===== src/verilog/spfc_pkg.sv =====
// package of constants and carriers for the self-program flash control block
// Contract
// RQ1 - request ready interrupt when enable bit, global flag set and store_enable clear
// RQ2 - set section busy when erase or write to read-while-write section starts
// RQ3 - clear section busy on re-enable store after programming finished
// RQ4 - clear section busy when a page buffer load starts
// RQ5 - re-enable plus store_enable, store within four cycles re-enables section reads
// RQ6 - refuse re-enable while erase or write still in progress
// RQ7 - re-enable during buffer load aborts load and clears page buffer
// RQ8 - boot-lock-set store programs lock bits from working register zero
// RQ9 - load within three cycles of boot-lock-set returns lock or fuse bits
// RQ10 - page write store writes buffer into page from pointer upper bits
// RQ11 - page erase store erases page from pointer upper bits
// RQ12 - write, erase, lock-set bits clear on completion or four-cycle timeout
// RQ13 - stall core through erase or write of no-read-while-write section
// RQ14 - store_enable alone loads word into buffer at pointer word address
// RQ15 - store_enable lasts four cycles, clears after store or expiry
// RQ16 - store_enable stays one until erase or write completes
// RQ17 - only five legal low-bit patterns take effect; bit 5 reads zero
// RQ18 - six lock bits default one, programming writes zero only
// RQ19 - general lock modes forbid external programming and verification
// RQ20 - application lock 10 or 00 rejects stores to application section
// RQ21 - application lock 00 or 01 blocks boot reads of app, masks interrupts
// RQ22 - software waits for store_enable clear before re-enable and reading
// RQ23 - boot lock field behaves the same for the boot section
// RQ24 - arming window counts core cycles after the write, cleared by reset
package spfc_pkg;
	// register map over apb
	localparam logic [7:0] SPFC_CTRL_OFF = 8'h00;
	localparam logic [7:0] SPFC_LOCK_OFF = 8'h04;
	localparam logic [7:0] SPFC_PTR_OFF = 8'h08;
	localparam logic [7:0] SPFC_DATA_OFF = 8'h0c;
	localparam logic [7:0] SPFC_FUSE_OFF = 8'h10;
	localparam logic [7:0] SPFC_STAT_OFF = 8'h14;
	// control bit positions
	localparam int SPFC_B_IE = 7;
	localparam int SPFC_B_BUSY = 6;
	localparam int SPFC_B_RE = 4;
	localparam int SPFC_B_BLS = 3;
	localparam int SPFC_B_PW = 2;
	localparam int SPFC_B_PE = 1;
	localparam int SPFC_B_SE = 0;
	// legal low five bit patterns
	localparam logic [4:0] SPFC_P_RE = 5'h11;
	localparam logic [4:0] SPFC_P_BLS = 5'h09;
	localparam logic [4:0] SPFC_P_PW = 5'h05;
	localparam logic [4:0] SPFC_P_PE = 5'h03;
	localparam logic [4:0] SPFC_P_SE = 5'h01;
	// reset values
	localparam logic [7:0] SPFC_CTRL_RST = 8'h00;
	localparam logic [5:0] SPFC_LOCK_RST = 6'h3f;
	// windows in core cycles
	localparam logic [2:0] SPFC_ARM_CYC = 3'h4;
	localparam logic [2:0] SPFC_LPM_CYC = 3'h3;
	// programming time
	localparam int SPFC_PROG_US = 3700;
	localparam int SPFC_CLK_MHZ = 40;
	localparam int SPFC_PROG_CYC = SPFC_PROG_US * SPFC_CLK_MHZ;
	// rww section ends below this word address
	localparam logic [11:0] SPFC_NO_READ_WHILE_WRITE_SECTION_START = 12'hc00;
	// sequencer states
	typedef enum {SPFC_IDLE, SPFC_ARMED, SPFC_PROG} spfc_state_t;
	// core store/load request
	typedef struct packed
	{
		logic store;
		logic load;
		logic [15:0] ptr;
		logic [15:0] word;
		logic from_boot;
	} spfc_req_t;
endpackage : spfc_pkg


===== src/verilog/spfc_ctrl.sv =====
// self-program flash control: control register, sequencer and lock checks
//
// Design decisions made here: the APB interface to the registers and the placing of the registers.
`timescale 1ns/100ps
module spfc_ctrl
	import spfc_pkg::*;
#(
	parameter int PROG_CYC = SPFC_PROG_CYC,
	parameter int PAGE_WORDS = 32
)
(
	// clock and reset
	input wire logic clk,
	input wire logic rst_n,
	// apb slave
	input wire logic psel,
	input wire logic penable,
	input wire logic pwrite,
	input wire logic [7:0] paddr,
	input wire logic [31:0] pwdata,
	output logic [31:0] prdata,
	output logic pready,
	output logic pslverr,
	// core side
	input wire logic global_int_en,
	input wire logic exec_in_boot,
	input wire logic vec_in_boot,
	input wire logic rww_read,
	output logic ready_irq,
	output logic core_stall,
	output logic rww_blocked,
	output logic read_denied,
	output logic irq_suppress,
	output logic [7:0] load_data,
	output logic load_valid,
	output logic ext_prog_lock,
	output logic ext_verify_lock
);

	// all block state
	typedef struct packed
	{
		spfc_state_t st;
		logic [7:0] ctrl;
		logic [2:0] win;
		logic [31:0] prog_cnt;
		logic prog_no_read_while_write_section;
		logic [5:0] lock;
		spfc_req_t req;
		logic [7:0] fuse_lo;
		logic [PAGE_WORDS-1:0] buf_vld;
		logic loading;
		logic [7:0] rejects;
		logic [31:0] prdata;
		logic pready;
		logic pslverr;
		logic irq;
		logic stall;
		logic blocked;
		logic denied;
		logic suppress;
		logic [7:0] ld_data;
		logic ld_vld;
		logic xprog;
		logic xver;
	} spfc_s_t;

	spfc_s_t s_q;
	spfc_s_t s_d;

	// address of pointer words and section test
	function automatic logic in_boot(input logic [15:0] z);
		in_boot = z[12:1] >= SPFC_NO_READ_WHILE_WRITE_SECTION_START;
	endfunction : in_boot

	function automatic logic store_denied(input logic [5:0] lk,
		input logic boot_tgt);
		logic [1:0] f;
		f = boot_tgt ? lk[5:4] : lk[3:2];
		store_denied = ~f[0]; // RQ20 RQ23
	endfunction : store_denied

	logic acc;
	logic wr;
	logic [4:0] low5;
	logic legal;
	logic busy_op;
	// store strobe of the current access, seen in the cycle it is taken
	logic st_now;

	// next-state logic
	always_comb
	begin
		s_d = s_q;
		acc = psel & penable;
		wr = acc & pwrite;
		low5 = pwdata[4:0];
		legal = low5 == SPFC_P_RE || low5 == SPFC_P_BLS
			|| low5 == SPFC_P_PW || low5 == SPFC_P_PE
			|| low5 == SPFC_P_SE; // RQ17
		busy_op = s_q.st == SPFC_PROG;
		// a registered strobe would land one cycle past the arming window
		st_now = wr && !s_q.pready && paddr == SPFC_STAT_OFF; // RQ5 RQ15
		s_d.pready = acc & ~s_q.pready;
		s_d.pslverr = 1'b0;
		s_d.ld_vld = 1'b0;
		// apb writes
		if (wr && !s_q.pready)
		begin
			case (paddr)
				SPFC_CTRL_OFF:
				begin
					s_d.ctrl[SPFC_B_IE] = pwdata[SPFC_B_IE];
					if (legal && !busy_op) // RQ17 RQ6
					begin
						s_d.ctrl[4:0] = low5;
						s_d.st = SPFC_ARMED;
						s_d.win = SPFC_ARM_CYC; // RQ24
						if (low5 == SPFC_P_RE && s_q.loading)
							s_d.loading = 1'b0; // RQ7
					end
				end
				SPFC_PTR_OFF: s_d.req.ptr = pwdata[15:0];
				SPFC_DATA_OFF: s_d.req.word = pwdata[15:0];
				SPFC_FUSE_OFF: s_d.fuse_lo = pwdata[7:0];
				SPFC_LOCK_OFF, SPFC_STAT_OFF: ;
				default: s_d.pslverr = 1'b1;
			endcase
		end
		else if (acc && !s_q.pready)
		begin
			case (paddr)
				SPFC_CTRL_OFF, SPFC_LOCK_OFF, SPFC_PTR_OFF,
				SPFC_DATA_OFF, SPFC_FUSE_OFF, SPFC_STAT_OFF: ;
				default: s_d.pslverr = 1'b1;
			endcase
		end
		// reads; control register bit 5 reads zero
		case (paddr)
			SPFC_CTRL_OFF: s_d.prdata = {24'h0, s_q.ctrl & 8'hdf}; // RQ17
			SPFC_LOCK_OFF: s_d.prdata = {26'h0, s_q.lock};
			SPFC_PTR_OFF: s_d.prdata = {16'h0, s_q.req.ptr};
			SPFC_DATA_OFF: s_d.prdata = {16'h0, s_q.req.word};
			SPFC_FUSE_OFF: s_d.prdata = {24'h0, s_q.fuse_lo};
			// status word keeps the low buffer valid bits and the reject count
			SPFC_STAT_OFF: s_d.prdata = 32'({s_q.buf_vld, s_q.rejects});
			default: s_d.prdata = 32'h0;
		endcase
		// sequencer
		case (s_q.st)
			SPFC_IDLE: ;
			SPFC_ARMED:
			begin
				if (s_q.win == 3'h0)
				begin
					s_d.ctrl[4:0] = 5'h00; // RQ12 RQ15
					s_d.st = SPFC_IDLE;
				end
				else
					s_d.win = s_q.win - 3'h1;
				if (s_q.win != 3'h0 && s_q.ctrl[SPFC_B_BLS] && rww_read
					&& (SPFC_ARM_CYC - s_q.win) < SPFC_LPM_CYC)
				begin
					s_d.ld_vld = 1'b1; // RQ9
					s_d.ld_data = s_q.req.ptr[0]
						? s_q.fuse_lo : {2'h3, s_q.lock};
				end
				if (s_q.win != 3'h0 && st_now)
				begin
					s_d.st = SPFC_IDLE;
					s_d.ctrl[4:0] = 5'h00; // RQ15
					case (s_q.ctrl[4:0])
						SPFC_P_RE:
						begin
							s_d.blocked = 1'b0; // RQ3 RQ5
							s_d.ctrl[SPFC_B_BUSY] = 1'b0;
							s_d.buf_vld = '0; // RQ7
						end
						SPFC_P_BLS:
							s_d.lock = s_q.lock & s_q.req.word[5:0]; // RQ8 RQ18
						SPFC_P_PW, SPFC_P_PE:
						begin
							if (store_denied(s_q.lock, in_boot(s_q.req.ptr)))
								s_d.rejects = s_q.rejects + 8'h01;
							else
							begin
								s_d.st = SPFC_PROG; // RQ10 RQ11
								s_d.ctrl[4:0] = s_q.ctrl[4:0]; // RQ16
								s_d.prog_cnt = PROG_CYC[31:0];
								s_d.prog_no_read_while_write_section = in_boot(s_q.req.ptr);
								if (!in_boot(s_q.req.ptr))
								begin
									s_d.ctrl[SPFC_B_BUSY] = 1'b1; // RQ2
									s_d.blocked = 1'b1;
								end
								if (s_q.ctrl[SPFC_B_PW])
									s_d.buf_vld = '0;
							end
						end
						SPFC_P_SE:
						begin
							s_d.ctrl[SPFC_B_BUSY] = 1'b0; // RQ4
							s_d.blocked = 1'b0;
							s_d.loading = 1'b1;
							s_d.buf_vld[s_q.req.ptr[5:1]] = 1'b1; // RQ14
						end
						default: ;
					endcase
				end
			end
			SPFC_PROG:
			begin
				if (s_q.prog_cnt == 32'h1)
				begin
					s_d.st = SPFC_IDLE;
					s_d.ctrl[4:0] = 5'h00; // RQ12 RQ16
				end
				s_d.prog_cnt = s_q.prog_cnt - 32'h1;
			end
			default: s_d.st = SPFC_IDLE;
		endcase
		s_d.stall = s_d.st == SPFC_PROG && s_d.prog_no_read_while_write_section; // RQ13
		s_d.irq = s_d.ctrl[SPFC_B_IE] & global_int_en
			& ~s_d.ctrl[SPFC_B_SE]; // RQ1
		s_d.denied = exec_in_boot ? ~s_q.lock[3] : ~s_q.lock[5]; // RQ21 RQ23
		s_d.suppress = exec_in_boot ? (~s_q.lock[5] & ~vec_in_boot)
			: (~s_q.lock[3] & vec_in_boot); // RQ21 RQ23
		s_d.xprog = ~s_q.lock[0]; // RQ19
		s_d.xver = ~s_q.lock[0] & ~s_q.lock[1]; // RQ19
		s_d.req.store = st_now;
	end

	// register stage
	always_ff @(posedge clk)
	begin
		if (!rst_n)
		begin
			s_q <= '0;
			s_q.st <= SPFC_IDLE;
			s_q.ctrl <= SPFC_CTRL_RST; // RQ24
			s_q.lock <= SPFC_LOCK_RST; // RQ18
		end
		else
		begin
			s_q <= s_d;
		end
	end

	// outputs straight from flops
	assign prdata = s_q.prdata;
	assign pready = s_q.pready;
	assign pslverr = s_q.pslverr;
	assign ready_irq = s_q.irq;
	assign core_stall = s_q.stall;
	assign rww_blocked = s_q.blocked;
	assign read_denied = s_q.denied;
	assign irq_suppress = s_q.suppress;
	assign load_data = s_q.ld_data;
	assign load_valid = s_q.ld_vld;
	assign ext_prog_lock = s_q.xprog;
	assign ext_verify_lock = s_q.xver;

endmodule : spfc_ctrl


===== config.mk =====
export PLATFORM = sky130hd
export DESIGN_NAME = spfc_ctrl
export DESIGN_NICKNAME = d
export VERILOG_FILES = /design/src/verilog/spfc_pkg.sv /design/src/verilog/spfc_ctrl.sv
export SDC_FILE = /design/constraint.sdc
export NUM_CORES = 1
export LEC_CHECK = 0
export ABC_AREA = 1
export CAP_MARGIN = 20
export CORE_MARGIN = 1.5
export CORE_UTILIZATION = 60
export CTS_BUF_LIST = sky130_fd_sc_hd__clkbuf_8
export DETAILED_ROUTE_END_ITERATION = 10
export DONT_BUFFER_PORTS = 1
export GPL_TIMING_DRIVEN = 0
export PLACE_DENSITY_LB_ADDON = 0.1
export SLEW_MARGIN = 20
export SYNTH_ARGS = -nofsm -noshare
export SYNTH_HDL_FRONTEND = slang
export SYNTH_SLANG_ARGS = --single-unit

===== constraint.sdc =====
create_clock -name clk -period 2.57 [get_ports clk]
set_clock_uncertainty 0.15 [all_clocks]
set_input_delay 0.1285 -clock clk [delete_from_list [all_inputs] [get_ports clk]]
set_output_delay 0.1285 -clock clk [all_outputs]
set_load 0.02 [all_outputs]

Word-level counts from Yosys, hierarchy flattened
Index checks and enable logic that the tools add are counted.
- register bits: 210
- latch bits: 0
- bits in writable memories: 0
- bits in read-only memories: 0
- input bits: 49
- output and inout port bits: 50
- word-level logic and storage cells: 156
- memories: 0
- add/sub/neg operators: 4
- multiply operators: 0
- div/mod/pow operators: 0
- order comparisons: 4
- eq/ne operators: 27
- shift operators: 0
- mux-type cells: 43
- bitwise logic cells: 18
- reductions and logical operators: 36
- operators with widths (cell ; count):
    $mux W32 ; 6
    $pmux W32 S3 ; 2
    $pmux W32 S6 ; 1
    $mux W33 ; 4
    $eq A32 B1 Y1 const B ; 2
    $eq A32 B3 Y1 const B ; 2
    $pmux W32 S2 ; 1
    $mux W39 ; 1
    $eq A32 B2 Y1 const B ; 1
    $logic_not A32 Y1 ; 1
    $mux W8 ; 4
    $or A32 B32 Y32 ; 1
    $sub A32 B1 Y32 const B ; 1
    $mux W5 ; 5
    $eq A8 B4 Y1 const B ; 2
    $eq A8 B5 Y1 const B ; 2
    $ge A12 B12 Y1 const B ; 1
    $eq A5 B1 Y1 const B ; 2
    $eq A5 B2 Y1 const B ; 2
    $eq A5 B3 Y1 const B ; 2
    $eq A5 B4 Y1 const B ; 2
    $eq A5 B5 Y1 const B ; 2
    $logic_and A1 B1 Y1 ; 10
    $mux W1 ; 10
    other kinds (32) ; 65

Depth between registers and ports, before layout
- word-level depth: 14
- depth in mapped cells: 13
- depth with buffers taken out: 13

Worst setup path before layout
Ideal clock, no wire load.
- path kind: register to register
- from: reg s_q[173] in the netlist's numbering
- to: reg s_q[162] in the netlist's numbering
- setup time: 0.116 ns
- arrival: 1.634 ns
- data required time: 2.304 ns
- path slack: 0.670 ns
- cell stages (with the launch flop): 14
- buffers on the path: 0
- clock period less this slack: 1.900 ns
- cells stage by stage: dfxtp_1 > inv_1 > ha_1 > ha_1 > inv_2 > nand2_1 > nor2_4 > inv_2 > nor2_2 > nand2_1 > nand2_2 > inv_2 > o21ai_0 > nor2_1
- word-level cells in the longest chain between the ends: 4
- RTL lines (what ; line ; source):
    from (decl) ; spfc_ctrl.sv:68 ; spfc_s_t s_q;
    $reduce_bool A3 Y1 ; spfc_ctrl.sv:168 ; if (s_q.win != 3'h0 && st_now)
    $logic_and A1 B1 Y1 ; spfc_ctrl.sv:168 ;
    $ne A2 B2 Y1 (no line) ; - ;
    $reduce_and A4 Y1 (no line) ; - ;
Every way passes these cells.
A chain may end at the register's enable or synchronous reset.

Worst setup path after layout
- from: reg s_q, in the netlist pready
- to: reg s_q[96] in the netlist's numbering
- word-level cells in the longest chain between the ends: 3
- RTL lines (what ; line ; source):
    $logic_not A1 Y1 ; spfc_ctrl.sv:108 ; if (wr && !s_q.pready)
    $logic_and A1 B1 Y1 ; spfc_ctrl.sv:108 ;
    $reduce_and A2 Y1 (no line) ; - ;
Every way passes these cells.

==> impl_metrics.yaml <==
drt:
  first_iter_violations: 641
  routed_wl_um: 25600
  vias: 8815
  antenna_left: 0
  firstDrtPassIters: 5
  wl_per_cell_um: 15.68
  vias_per_cell: 5.401
  drc: 0
logic_synthesis:
  async_reset_ff_share_pct: 0
  synth.area.mux_share_pct: 0
  avgSynthCellArea_sq_um: 7.248
  synth_top_family_by_area: "simple AND/OR/NAND/NOR gates"
  syn_area_sq_um: 9379
  ys_top_cells_by_area: "dfxtp_1 (43%), nand2_1 (10%), a21oi_1 (7.8%)"
  synth_cell_types: 50
  synthAdderAreaFrac_pct: 0.6670
  yosysMostFrequentCell: "nand2_1"
  yosysWarningCount: 0
  synth_compound_area_share_pct: 14.47
  synth_top_area_share_pct: 43.12
  synth-xor-area-share_pct: 1.401
  ys_top_cells_by_count: "nand2_1 (253), dfxtp_1 (202), nor2_1 (173), a21oi_1 (147), inv_1 (124)"
  yosysTopAreaCell: "dfxtp_1"
  synthCells: 1294
  synth_simple_gate_area_share_pct: 29.00
  ys_ff_latch: 202
  synth-main-ff-cell: "dfxtp_1"
  synth_edf_count: 0
  yosysSeqAreaShare_pct: 43.12
clock_tree:
  clk_pin_slew_worst_paths_ns: 0.06
  htree_levels: 2
  cts_buffers: 34
  clockBufferDepth: 3
  cts_setup_buffers: 0
  clock-sinks: 202
  insertion_delay_ns: 0.53
  cts_tree: "yes"
  cts-root-buf: "clkbuf_8"
floorplanning:
  coreArea_sq_um: 15260
  start_util_pct: 61.47
  chipWidth_um: 128.0
  num_rows: 45
  die_area_sq_um: 16390
  die_y_um: 128.0
  ios: 99
final_layout:
  drive_gt1_share_pct: 11.96
  final_util_pct: 70.93
  antennaDiodeCount: 0
  syn2layout_area_growth_pct: 15.40
  nets: 1452
  largest-register: "s_q"
  multiInputGateArea_sq_um: 4402
  fin_area_sq_um: 10820
  seqCellArea_sq_um: 4044
  stdcell_count: 1632
  largest_reg_flops: 153
  final.fill_count: 1298
run_status:
  status: "finished clean"
grt:
  grt-ovfl-total: 0
  antenna_found_initial: 0
  grt_pass1_wl_um: 40250
  grt_max_degree: 11
  grt_pass1_vias: 8021
  track_usage_pct: 31.31
sta:
  maxSlewHeadroom_pct: 44.81
  drv_slew: 0
  final_hold_viol_count: 0
  fin_setup_tns_ns: 0
  rsz0062_at_grt: "false"
  min_period_ns: 2.398
  worst_pin_slew_ns: 0.8279
  finalCritPeriodShare_pct: 93.31
  final-setup-viol-count: 0
  hold_slack_ns: 0.02559
  fmax_mhz: 417.0
placement:
  dpl_cell_area_sq_um: 9752
  dp_hpwl_um: 18130
  dp.cells: 1534
  port_buffers: 0
  gp_congestion: 0.9512
power_and_ir_drop:
  p_leak_uw: 0.004616
  cellPowerDensity_nw_per_um2: 570.6
  ir_drop_mv: 0.5538
critical_path:
  critPathKind: "reg -> reg"
  path_max_fanout: 10
  worst_ep_arrival_time_ns: 2.71
  startpoint_type: "flop"
  crit_path_top_delay_cell: "dlygate4sd3_1"
  crit_required_ns: 2.88
  crit_family: "buffers and inverters"
  crit_chain: "inv_1 > nand4_1 > dlygate4sd3_1 > nor3_4 > buf_2 > o21ai_0 > a21oi_1"
  worst-path-buf-inv: 3
  end_kind: "flop"
  slowest_delay_ns: 0.68
job:
  drv_cap: 0
hold_path:
  hp-class: "in -> reg"
## cell usage in the layout (no fill, tap or decap), types with 4 or more instances in the layout
| master | instances |
|---|---|
| buf_6 | 6 |
| o21ai_0 | 40 |
| xor2_1 | 15 |
| inv_1 | 134 |
| o21ai_2 | 4 |
| nand2_4 | 5 |
| nor2_4 | 7 |
| nor3_1 | 23 |
| clkbuf_8 | 39 |
| dfxtp_1 | 202 |
| a21oi_1 | 147 |
| o211ai_1 | 8 |
| inv_2 | 11 |
| nand4_1 | 42 |
| o22ai_1 | 5 |
| ha_1 | 5 |
| nor2_1 | 172 |
| a31oi_1 | 5 |
| clkinv_2 | 5 |
| clkbuf_1 | 19 |
| buf_4 | 46 |
| o21ai_1 | 37 |
| nand3_1 | 52 |
| nand2_1 | 253 |
| nand2_2 | 8 |
| nor2_2 | 8 |
| dlygate4sd3_1 | 38 |
| or2_2 | 6 |
| buf_2 | 7 |
| conb_1 | 30 |
## final cells by class
type | count | share of cell area (%)
inverter | 137 | 4.751
tap | 211 | 2.439
timing repair buffer | 39 | 3.630
clock inverter | 20 | 1.145
buffer | 82 | 5.040
clock buffer | 39 | 4.960
sequential | 202 | 37.36
multi-input combinational | 902 | 40.67
## routing by layer
metal / GRT usage (%) / part of all wire (%) / wire length [um]
met5: 0 / 0 / 0
met1: 39.55 / 42 / 10710
met4: 17.38 / 4.7 / 1200
met3: 5.927 / 7.3 / 1869
met2: 50.57 / 46 / 11810
## logic make-up (layout without fill, tap and decap cells)
family | after synthesis | after routing
compound gates | 256 | 256
xor+xnor | 15 | 15
fa+ha+maj | 5 | 5
buf+inv | 219 | 317
flops | 202 | 202
other cells | 1 | 30
simple gates | 596 | 596
## tightest hold or removal path: cells and delay by family
| kind | cells | cell delay (ns) |
|---|---|---|
| AO/OA/AOI/OAI | 2 | 0.21 |
| AND/OR/NAND/NOR | 4 | 0.30 |
## worst paths after layout
| path | slack [ns] | depth (start not counted) | end | start |
|---|---|---|---|---|
| hold / removal | 0.03 | 6 | prdata[8] | paddr[2] |
| hold reg to reg | 0.30 | 2 | prdata[23] | s_q[74] |
| setup reg to reg | 0.17 | 7 | s_q[96] | pready |
| setup / recovery | 0.17 | 7 | s_q[96] | pready |
## report_power, final
group          internal [uW]  switching [uW]
Sequential              3160            11.0
Combinational           62.7             133
Clock                   1500            1310
## stage by stage
stage | total power, uW | setup WS (ns)
CTS | 6200 | 0.06672
finish | 6176 | 0.1720
global placement | 3377 | 0.3443
global route | 6370 | 0.02552
detailed placement | 3377 | 0.3303
floorplan | 3331 | 0.6704
## timing repair
action | 4_1_cts | 5_1_grt
gates resized for setup | 0 | 6
hold buffers | 39 | 0
hold endpoints to repair | 78 | 0
endpoints found under the setup margin | 0 | 3
Note: power is estimated with default switching activity, not from simulation.
